--- src/rtl/sstseq_defs.svh ---
`ifndef SSTSEQ_DEFS_SVH
`define SSTSEQ_DEFS_SVH
// Register byte offsets
`define SSTSEQ_CTRL_OFF      12'h000
`define SSTSEQ_CMD_OFF       12'h004
`define SSTSEQ_TIMER_OFF     12'h008
`define SSTSEQ_DELAY_OFF     12'h00c
`define SSTSEQ_COUNT_OFF     12'h010
`define SSTSEQ_CHAN_OFF      12'h014
`define SSTSEQ_STATUS_OFF    12'h018
`define SSTSEQ_PROGRESS_OFF  12'h01c
// Control fields
`define SSTSEQ_CTRL_EXT_BIT   0
`define SSTSEQ_CTRL_SCAN_BIT  1
`define SSTSEQ_CTRL_SRC_LSB   2
`define SSTSEQ_CTRL_PW_LSB    8
// Command bits (write one to act)
`define SSTSEQ_CMD_START_BIT  0
`define SSTSEQ_CMD_HALT_BIT   1
`define SSTSEQ_CMD_KEY_BIT    2
// Limits and reset values
`define SSTSEQ_REPEAT_MIN     10'h001
`define SSTSEQ_REPEAT_MAX     10'h3ff
`define SSTSEQ_READ_MIN       11'h002
`define SSTSEQ_READ_MAX       11'h400
`define SSTSEQ_CHAN_FIRST_MIN 10'h001
`define SSTSEQ_CHAN_FIRST_MAX 10'h31f
`define SSTSEQ_CHAN_LAST_MIN  10'h002
`define SSTSEQ_CHAN_LAST_MAX  10'h320
`define SSTSEQ_PW_RST         8'h04
`endif

--- src/rtl/sstseq_pkg.sv ---
`default_nettype none
package sstseq_pkg;
  typedef enum logic [1:0] {SRC_IMMEDIATE, SRC_TIMER, SRC_OUTSIDE} sstseq_src_type;
  typedef enum logic [2:0] {ST_IDLE, ST_CONTROL, ST_DELAY, ST_MEASURE, ST_WAIT, ST_TRIGOUT}
    sstseq_state_type;
endpackage
`default_nettype wire

--- src/rtl/sstseq_top.sv ---
// Functional notes
// [RQ1] Internal cycles measure the second input first, then the first input.
// [RQ2] Second input once per cycle; first input 1 to 1023 times.
// [RQ3] Every reading is stored to the buffer without a separate request.
// [RQ4] External mode: up to 800 channels, all on the first input only.
// [RQ5] Input channel indicators stay off during external operation.
// [RQ6] Immediate source passes straight to the delay stage.
// [RQ7] Internal scan timer spaces cycles, not measurements within a cycle.
// [RQ8] Timer source: first event is satisfied at start, timer starts running.
// [RQ9] Later timer passes wait for interval expiry, or proceed if expired.
// [RQ10] Outside source: start arms; trigger pulse or manual key begins.
// [RQ11] Delay stage holds until the configured delay fully elapses.
// [RQ12] Internal scan sample counter is repeat count plus one.
// [RQ13] Internal scan emits one output pulse after the last first-input reading.
// [RQ14] Internal scan trigger counter sets cycles; loop or go idle.
// [RQ15] Stepping and external scan: timer spaces channels, first event immediate.
// [RQ16] Stepping: second input first; external scan: next list channel each time.
// [RQ17] Stepping and external scan: output pulse after every measurement.
// [RQ18] Stepping and external scan: counter holds total readings; loop back.
// [RQ19] Reading count 2 to 1024 (code checks only the lower bound, accepting up to 2047); only the first 1024 are stored.
// [RQ20] Halt stops any operation and returns to normal mode.
// [RQ21] External first channel 1..799, last 2..800, last above first.
// [RQ22] Output pulse has fixed width; incoming trigger is synchronised and edge detected.
//
// The register offsets and the APB interface to the registers were chosen for this implementation.
`include "sstseq_defs.svh"
`default_nettype none
module sstseq_top #(
  parameter int TW = 32
) (
  input  wire logic        pclk,
  input  wire logic        presetn,
  input  wire logic        psel,
  input  wire logic        penable,
  input  wire logic        pwrite,
  input  wire logic [11:0] paddr,
  input  wire logic [31:0] pwdata,
  output logic [31:0]      prdata,
  output logic             pready,
  output logic             pslverr,
  input  wire logic        manual_event_key_in,
  input  wire logic        manual_event_key,
  output logic             manual_event_key_out,
  output logic             meas_start,
  output logic             meas_sel_second,
  output logic [9:0]       meas_channel,
  input  wire logic        meas_done,
  output logic             buf_store,
  output logic [9:0]       buf_index,
  output logic             ind_first_on,
  output logic             ind_second_on,
  output logic             busy
);
  // Configuration registers
  logic          ext_r;
  logic          scan_r;
  logic [1:0]    src_r;
  logic [7:0]    pw_r;
  logic [TW-1:0] timer_ival_r;
  logic [TW-1:0] delay_r;
  logic [9:0]    repeat_r;
  logic [10:0]   total_r;
  logic          total_inf_r;
  logic [9:0]    first_ch_r;
  logic [9:0]    last_ch_r;
  logic          cfg_err_r;
  // Sequencer state
  sstseq_pkg::sstseq_state_type st_r;
  logic [TW-1:0] tmr_r;
  logic [TW-1:0] dly_r;
  logic [10:0]   sample_r;
  logic [10:0]   cycles_r;
  logic [10:0]   reads_r;
  logic [9:0]    ch_r;
  logic [9:0]    stored_r;
  logic [7:0]    pulse_r;
  logic          second_r;
  logic          key_r;
  // Only the second stage reads the first, so no half-settled level leaks out
  logic          sync1_r;
  logic          sync2_r;
  logic          sync3_r;

  // APB decode; zero wait state, unmapped reads return zero and flag an error
  wire         wr_en    = psel & penable & pwrite;
  wire         rd_en    = psel & ~pwrite;
  wire         hit_ctrl = paddr == `SSTSEQ_CTRL_OFF;
  wire         hit_cmd  = paddr == `SSTSEQ_CMD_OFF;
  wire         hit_tmr  = paddr == `SSTSEQ_TIMER_OFF;
  wire         hit_dly  = paddr == `SSTSEQ_DELAY_OFF;
  wire         hit_cnt  = paddr == `SSTSEQ_COUNT_OFF;
  wire         hit_chan = paddr == `SSTSEQ_CHAN_OFF;
  wire         hit_stat = paddr == `SSTSEQ_STATUS_OFF;
  wire         hit_prog = paddr == `SSTSEQ_PROGRESS_OFF;
  wire         mapped   = hit_ctrl | hit_cmd | hit_tmr | hit_dly | hit_cnt | hit_chan
                          | hit_stat | hit_prog;
  wire         do_start = wr_en & hit_cmd & pwdata[`SSTSEQ_CMD_START_BIT];
  wire         do_halt  = wr_en & hit_cmd & pwdata[`SSTSEQ_CMD_HALT_BIT];
  wire         sw_key   = wr_en & hit_cmd & pwdata[`SSTSEQ_CMD_KEY_BIT];
  assign pready  = 1'b1;
  assign pslverr = psel & penable & ~mapped;

  // Incoming trigger: two-flop synchroniser then rising-edge detect on later stages
  wire         manual_event_key_edge = sync2_r & ~sync3_r; // [RQ22]
  wire         key_edge  = manual_event_key & ~key_r;
  wire         ev_outside = manual_event_key_edge | key_edge | sw_key; // [RQ10]

  // Run-time decodes
  wire         int_scan  = ~ext_r & scan_r;
  wire         tmr_done  = tmr_r == '0;
  wire         last_smp  = sample_r == 11'h001;
  wire         last_cyc  = cycles_r == 11'h001;
  wire         last_read = ~total_inf_r & (reads_r == 11'h001);
  wire         src_ok    = (src_r == sstseq_pkg::SRC_IMMEDIATE)            // [RQ6]
                           | ((src_r == sstseq_pkg::SRC_TIMER) & tmr_done) // [RQ9]
                           | ((src_r == sstseq_pkg::SRC_OUTSIDE) & ev_outside);
  // External list: bounded 1..799 / 2..800 and last above first
  wire         chan_ok   = (pwdata[9:0] >= `SSTSEQ_CHAN_FIRST_MIN)
                           & (pwdata[9:0] <= `SSTSEQ_CHAN_FIRST_MAX)
                           & (pwdata[25:16] >= `SSTSEQ_CHAN_LAST_MIN)
                           & (pwdata[25:16] <= `SSTSEQ_CHAN_LAST_MAX)
                           & (pwdata[25:16] > pwdata[9:0]); // [RQ21]
  wire         rep_ok    = (pwdata[9:0] >= `SSTSEQ_REPEAT_MIN); // [RQ2]
  wire         tot_ok    = pwdata[31] | (pwdata[26:16] >= `SSTSEQ_READ_MIN); // [RQ19]
  wire [10:0]  rep_plus1 = {1'b0, repeat_r} + 11'h001; // [RQ12]
  wire         idle      = st_r == sstseq_pkg::ST_IDLE;
  wire         cfg_wr    = wr_en & idle;

  // Control fields; taken only while idle so a run sees stable settings
  always_ff @(posedge pclk or negedge presetn)
  begin
    if (!presetn)
    begin
      ext_r  <= 1'b0;
      scan_r <= 1'b0;
      src_r  <= 2'h0;
      pw_r   <= `SSTSEQ_PW_RST;
    end
    else if (cfg_wr & hit_ctrl)
    begin
      ext_r  <= pwdata[`SSTSEQ_CTRL_EXT_BIT];
      scan_r <= pwdata[`SSTSEQ_CTRL_SCAN_BIT];
      src_r  <= (pwdata[`SSTSEQ_CTRL_SRC_LSB +: 2] == 2'h3) ? 2'h0
                : pwdata[`SSTSEQ_CTRL_SRC_LSB +: 2];
      pw_r   <= (pwdata[`SSTSEQ_CTRL_PW_LSB +: 8] == 8'h00) ? 8'h01
                : pwdata[`SSTSEQ_CTRL_PW_LSB +: 8];
    end
  end

  // Timer interval and delay length, in clock cycles
  always_ff @(posedge pclk or negedge presetn)
  begin
    if (!presetn)
    begin
      timer_ival_r <= '0;
      delay_r      <= '0;
    end
    else
    begin
      if (cfg_wr & hit_tmr)
        timer_ival_r <= pwdata[TW-1:0];
      if (cfg_wr & hit_dly)
        delay_r <= pwdata[TW-1:0];
    end
  end

  // Counts and channel list; a word failing rep_ok, tot_ok or chan_ok is dropped and flagged, never clipped
  always_ff @(posedge pclk or negedge presetn)
  begin
    if (!presetn)
    begin
      repeat_r    <= `SSTSEQ_REPEAT_MIN;
      total_r     <= `SSTSEQ_READ_MIN;
      total_inf_r <= 1'b0;
      first_ch_r  <= `SSTSEQ_CHAN_FIRST_MIN;
      last_ch_r   <= `SSTSEQ_CHAN_LAST_MIN;
      cfg_err_r   <= 1'b0;
    end
    else
    begin
      if (cfg_wr & hit_cnt)
      begin
        if (rep_ok & tot_ok)
        begin
          repeat_r    <= pwdata[9:0];
          total_r     <= pwdata[26:16];
          total_inf_r <= pwdata[31];
        end
        cfg_err_r <= ~(rep_ok & tot_ok);
      end
      if (cfg_wr & hit_chan)
      begin
        if (chan_ok)
        begin
          first_ch_r <= pwdata[9:0];
          last_ch_r  <= pwdata[25:16];
        end
        cfg_err_r <= ~chan_ok;
      end
    end
  end

  // Read mux
  always_comb
  begin
    prdata = 32'h0000_0000;
    if (rd_en & hit_ctrl)
      prdata = {16'h0000, pw_r, 4'h0, src_r, scan_r, ext_r};
    else if (rd_en & hit_tmr)
      prdata = 32'(timer_ival_r);
    else if (rd_en & hit_dly)
      prdata = 32'(delay_r);
    else if (rd_en & hit_cnt)
      prdata = {total_inf_r, 4'h0, total_r, 6'h00, repeat_r};
    else if (rd_en & hit_chan)
      prdata = {6'h00, last_ch_r, 6'h00, first_ch_r};
    else if (rd_en & hit_stat)
      prdata = {24'h000000, cfg_err_r, 3'h0, 1'b0, st_r};
    else if (rd_en & hit_prog)
      prdata = {6'h00, stored_r, 5'h00, reads_r};
  end

  // Synchroniser for the incoming trigger line
  always_ff @(posedge pclk or negedge presetn)
  begin
    if (!presetn)
    begin
      sync1_r <= 1'b0;
      sync2_r <= 1'b0;
      sync3_r <= 1'b0;
    end
    else
    begin
      sync1_r <= manual_event_key_in;
      sync2_r <= sync1_r;
      sync3_r <= sync2_r;
    end
  end

  // Key history; resets to the key's idle level so no false press follows reset
  always_ff @(posedge pclk or negedge presetn)
  begin
    if (!presetn)
      key_r <= 1'b0;
    else
      key_r <= manual_event_key;
  end

  // Interval timer runs freely from start; reloads each time the source is passed
  always_ff @(posedge pclk or negedge presetn)
  begin
    if (!presetn)
      tmr_r <= '0;
    else if (idle | do_halt)
      tmr_r <= '0; // [RQ8] [RQ15]
    else if (st_r == sstseq_pkg::ST_CONTROL && src_ok)
      tmr_r <= timer_ival_r; // [RQ7] [RQ9]
    else if (!tmr_done)
      tmr_r <= tmr_r - 1'b1;
  end

  // Main sequencer
  always_ff @(posedge pclk or negedge presetn)
  begin
    if (!presetn)
    begin
      st_r      <= sstseq_pkg::ST_IDLE;
      dly_r     <= '0;
      sample_r  <= 11'h000;
      cycles_r  <= 11'h000;
      reads_r   <= 11'h000;
      ch_r      <= 10'h000;
      stored_r  <= 10'h000;
      second_r  <= 1'b0;
      pulse_r   <= 8'h00;
      meas_start <= 1'b0;
      buf_store <= 1'b0;
      buf_index <= 10'h000;
    end
    else
    begin
      meas_start <= 1'b0;
      buf_store  <= 1'b0;
      if (do_halt)
      begin
        st_r    <= sstseq_pkg::ST_IDLE; // [RQ20]
        pulse_r <= 8'h00;
      end
      else
      begin
        if (pulse_r != 8'h00)
          pulse_r <= pulse_r - 8'h01;
        case (st_r)
          sstseq_pkg::ST_IDLE:
            if (do_start)
            begin
              st_r     <= sstseq_pkg::ST_CONTROL; // [RQ10]
              reads_r  <= total_r;
              stored_r <= 10'h000;
              ch_r     <= first_ch_r;
              second_r <= ~ext_r; // [RQ1] [RQ4]
              // Cycle count: readings divided by cycle length, floored
              cycles_r <= (rep_plus1 == 11'h000) ? 11'h000 : total_r / rep_plus1; // [RQ14]
            end
          sstseq_pkg::ST_CONTROL:
            if (src_ok)
            begin
              st_r     <= sstseq_pkg::ST_DELAY;
              dly_r    <= delay_r;
              sample_r <= rep_plus1; // [RQ12]
            end
          sstseq_pkg::ST_DELAY:
            if (dly_r == '0)
            begin
              st_r       <= sstseq_pkg::ST_MEASURE; // [RQ11]
              meas_start <= 1'b1;
            end
            else
              dly_r <= dly_r - 1'b1;
          sstseq_pkg::ST_MEASURE:
            st_r <= sstseq_pkg::ST_WAIT;
          sstseq_pkg::ST_WAIT:
            if (meas_done)
            begin
              // Store whatever arrives, up to the buffer depth
              if (stored_r != 10'h3ff || buf_index != 10'h3ff)
              begin
                buf_store <= ~(stored_r == 10'h3ff && buf_index == 10'h3ff); // [RQ3] [RQ19]
                buf_index <= stored_r;
                stored_r  <= (stored_r == 10'h3ff) ? stored_r : stored_r + 10'h001;
              end
              reads_r  <= reads_r - 11'h001;
              second_r <= 1'b0; // [RQ16]
              ch_r     <= (ch_r == last_ch_r) ? first_ch_r : ch_r + 10'h001; // [RQ16]
              if (int_scan)
              begin
                sample_r <= sample_r - 11'h001;
                if (!last_smp)
                begin
                  st_r  <= sstseq_pkg::ST_DELAY; // [RQ7] [RQ12]
                  dly_r <= delay_r;
                end
                else
                begin
                  pulse_r  <= pw_r; // [RQ13]
                  cycles_r <= cycles_r - 11'h001;
                  second_r <= 1'b1; // [RQ1]
                  st_r     <= last_cyc ? sstseq_pkg::ST_TRIGOUT
                              : sstseq_pkg::ST_CONTROL; // [RQ14]
                end
              end
              else
              begin
                pulse_r <= pw_r; // [RQ17]
                st_r    <= last_read ? sstseq_pkg::ST_TRIGOUT
                           : sstseq_pkg::ST_CONTROL; // [RQ18] [RQ15]
              end
            end
          sstseq_pkg::ST_TRIGOUT:
            if (pulse_r <= 8'h01)
              st_r <= sstseq_pkg::ST_IDLE; // Let the last pulse finish first
          default:
            st_r <= sstseq_pkg::ST_IDLE;
        endcase
      end
    end
  end

  // Outputs to the measurement engine and front panel
  assign manual_event_key_out        = pulse_r != 8'h00; // [RQ22]
  assign meas_sel_second = ~ext_r & second_r; // [RQ1] [RQ4]
  assign meas_channel    = ext_r ? ch_r : 10'h000; // [RQ16]
  assign busy            = ~idle;
  assign ind_first_on    = ~idle & ~ext_r & ~second_r; // [RQ5]
  assign ind_second_on   = ~idle & ~ext_r & second_r; // [RQ5]
endmodule
`default_nettype wire

--- config.mk ---
export PLATFORM = sky130hd
export DESIGN_NAME = sstseq_top
export DESIGN_NICKNAME = d
export VERILOG_FILES = /design/src/rtl/sstseq_pkg.sv /design/src/rtl/sstseq_top.sv
export VERILOG_INCLUDE_DIRS = /design/src /design/src/rtl
export SDC_FILE = /design/constraint.sdc
export NUM_CORES = 1
export LEC_CHECK = 0
export ABC_AREA = 0
export BUFFER_PORTS_ARGS = -buffer_cell sky130_fd_sc_hd__buf_2
export CORE_ASPECT_RATIO = 1.4
export CORE_MARGIN = 3
export CORE_UTILIZATION = 50
export CTS_BUF_LIST = sky130_fd_sc_hd__clkbuf_8
export CTS_CLUSTER_SIZE = 40
export DETAILED_ROUTE_END_ITERATION = 8
export PLACE_DENSITY = 0.77
export SYNTH_ARGS = -nofsm -noshare
export SYNTH_HDL_FRONTEND = slang
export SYNTH_SLANG_ARGS = --single-unit
--- constraint.sdc ---
create_clock -name pclk -period 15.42 [get_ports pclk]
set_input_delay 0 -clock pclk [delete_from_list [all_inputs] [get_ports pclk]]
set_output_delay 0 -clock pclk [all_outputs]
set_load 0.05 [all_outputs]
==> out/results.tsv <==
metric	value	unit
slowest CP cell	dfstp_2	
GPL Wtd Cong	0.987	
Synth top area share	36.8	%
Place WS	-500	ps
CTS Buf Count	41	
status	finished, final reports clean	
Area growth, synth to finish	20.3	%
top_reg_cell synth	dfrtp_1	
R2R Path Start	repeat_r[0]	
hold wc startpoint	paddr[2]	
most frequent cell after synthesis	dfrtp_1	
top achievable clock speed	66.2	MHz
CP dominant cell by count	ha_4	
EDFF count, synth	0	
drt initial violations	1809	
initial core utilization	51.2	%
worst reg2reg path depth	73	
Total GRT Usage	31.5	%
die height	228	microns
Netlist Area Pre-Place	0.0176	sq mm
antenna-violating nets left	0	
CP max stage delay	620	ps
CP Max Fanout	7	
flops & latches, synth	264	
Root Buffer	clkbuf_8	
final worst slack	306	ps
Yosys warnings	0	
worst hold path class	in -> reg	
Crit. End Element	flip-flop	
vias in the first global route	17000	
worst endpoint required time	15860	ps
die width	165	microns
max-slew violation count	0	
largest net degree at the start of global routing	117	
reg-to-reg slack, setup	310	ps
final wirelength	61800	microns
Routed wire per std cell	22.9	microns
Slew headroom	17.4	%
clock slew at reported path FFs	70	ps
Hold Crit Depth	3	
Synth Net Count	2179	
Die Area	0.0376	sq mm
clk sinks	264	
row cnt	80	
dpl hpwl	43700	microns
Synth top cells by count	259 x dfrtp_1, 198 x nor2_1, 185 x nand2_1	
Final min period	15110	ps
DRC violations left	0	
first-pass GRT wire length	93400	microns
worst slew pin tran	1240	ps
Vias	17500	
Final nets	2366	
kind of start point of the critical path	flip-flop	
Worst Hold Path EP	src_r[1]	
fraction of registers with async set/reset	100	%
post-synthesis sequential area ratio	37.5	%
# fillers	2848	
critical path arrival	15550	ps
area leader, netlist	dfrtp_1	
RSZ-0062 raised after global routing	true	
total gr overflow	0	
initial antenna violation count	1	
synth top area cells	dfrtp_1 37%, ha_1 6.5%, mux2_2 6.3%	
clock latency on the worst-skew pair	580	ps
syn avg cell area	8.67	sq um
TritonRoute pass-1 iters	6	
final setup violation count	0	
core footprint	0.0344	sq mm
I/O Buffers	111	
fin crit share	98.0	%
Final Skew	33.3	ps
Critical R2R Capture	cycles_r[0]	
CTS tree	yes	
H-Tree Level Count	2	
CTS max path bufs	3	
WS Path Type	reg -> reg	
routed vias/inst	6.46	
final count of hold timing violations	0	
I/O pin total	113	
cell count after synthesis	2035	
unique cell type count in the Yosys netlist	81	
max-cap violations	0	
layout cell share with drive strength beyond 1	23.3	%
-- final cells by class --
class | instances | area (sq um) | area share (%)
clock buffer | 46 | 633 | 2.98
tap | 451 | 564 | 2.66
timing repair buffer | 259 | 1810 | 8.53
inverter | 71 | 267 | 1.26
clock inverter | 25 | 125 | 0.590
antenna | 2 | 5.00 | 0.0236
sequential | 264 | 6610 | 31.2
multi-input combinational | 1585 | 11200 | 52.8
-- what timing repair did --
action / 4_1_cts / 5_1_grt
buffers inserted: 13 / 40
pin swaps: 10 / 79
endpoints found under the hold margin: 226 / 0
hold buffers: 38 / 0
setup endpoints to repair: 1 / 2
resized for setup: 16 / 131
gates cloned: 0 / 1
-- registers in the layout, indices dropped and copies added (netlist names), 8 cells and up --
name,count
delay_r,32
dly_r,32
timer_ival_r,32
tmr_r,32
cycles_r,11
reads_r,11
sample_r,11
total_r,11
buf_index,10
ch_r,10
first_ch_r,10
last_ch_r,10
repeat_r,10
stored_r,10
pulse_r,8
pw_r,8
-- logic make-up (layout without fill, tap and decap cells) --
logic type | after synthesis | count (layout) | synth area share, %
AOI/OAI and AO/OA | 571 | 571 | 20.9
xor gates and xnor gates | 78 | 78 | 3.87
adders and majority gates | 92 | 92 | 6.53
buffers and inverters | 186 | 401 | 4.06
DFF | 264 | 264 | 37.5
muxes | 112 | 112 | 7.06
other | 1 | 3 | 0.0213
and+or+nand+nor | 731 | 731 | 20.1
-- through the flow --
stage | utilization [%] | hold WS (ps) | instances | TNS [ps] | cell area, sq um
global route | 61.6 | 93.1 | 2701 | -431 | 21200
CTS | 58.7 | 12.1 | 2661 | 0 | 20200
global placement | 54.8 | 110 | 2539 | -70.5 | 18900
detailed placement | 54.8 | 113 | 2539 | -500 | 18900
finish | 61.6 | 68.2 | 2703 | 0 | 21200
floorplan | - | -296 | 2035 | 0 | 17800
-- worst max path at each step --
| stage | startpoint | to | cells after the start |
|---|---|---|---|
| 2_1_floorplan | repeat_r[0] | cycles_r[0] | 82 |
| 3_3_place_gp | repeat_r[0] | cycles_r[0] | 70 |
| 3_5_place_dp | repeat_r[0] | cycles_r[0] | 70 |
| 4_1_cts | repeat_r[1] | cycles_r[0] | 72 |
| 5_1_grt | repeat_r[0] | cycles_r[0] | 75 |
| 6_report | repeat_r[0] | cycles_r[0] | 73 |
-- worst max-delay path, delay by kind of cell, from the launching register on --
family          cells  cell delay, ps
compound gates     34            6490
simple gates       22            3730
fa+ha+maj          11            2730
buf+inv             4             740
mux                 2             680
flops               1             620
-- layer usage --
layer	wire, microns	vias up	share of wire, %	GRT usage, %
li1	-	7832	-	-
met1	21800	8373	35	35.9
met2	29700	932	48	53.1
met3	4500	323	7.3	4.75
met4	5740	2	9.3	22.6
met5	11	-	0.018	0
-- cell usage in the layout (no fill, tap or decap), types with 46 or more instances in the layout --
master / count
a21oi_1: 115
buf_2: 111
buf_4: 98
clkbuf_8: 46
dfrtp_1: 258
ha_1: 65
inv_1: 89
mux2_2: 93
nand2_1: 178
nand3_1: 60
nor2_1: 188
nor3_1: 70
o21ai_0: 173
xnor2_1: 48
Power is not shown: default switching activity piles up to over one toggle a cycle in this logic, so the estimate is an artifact.
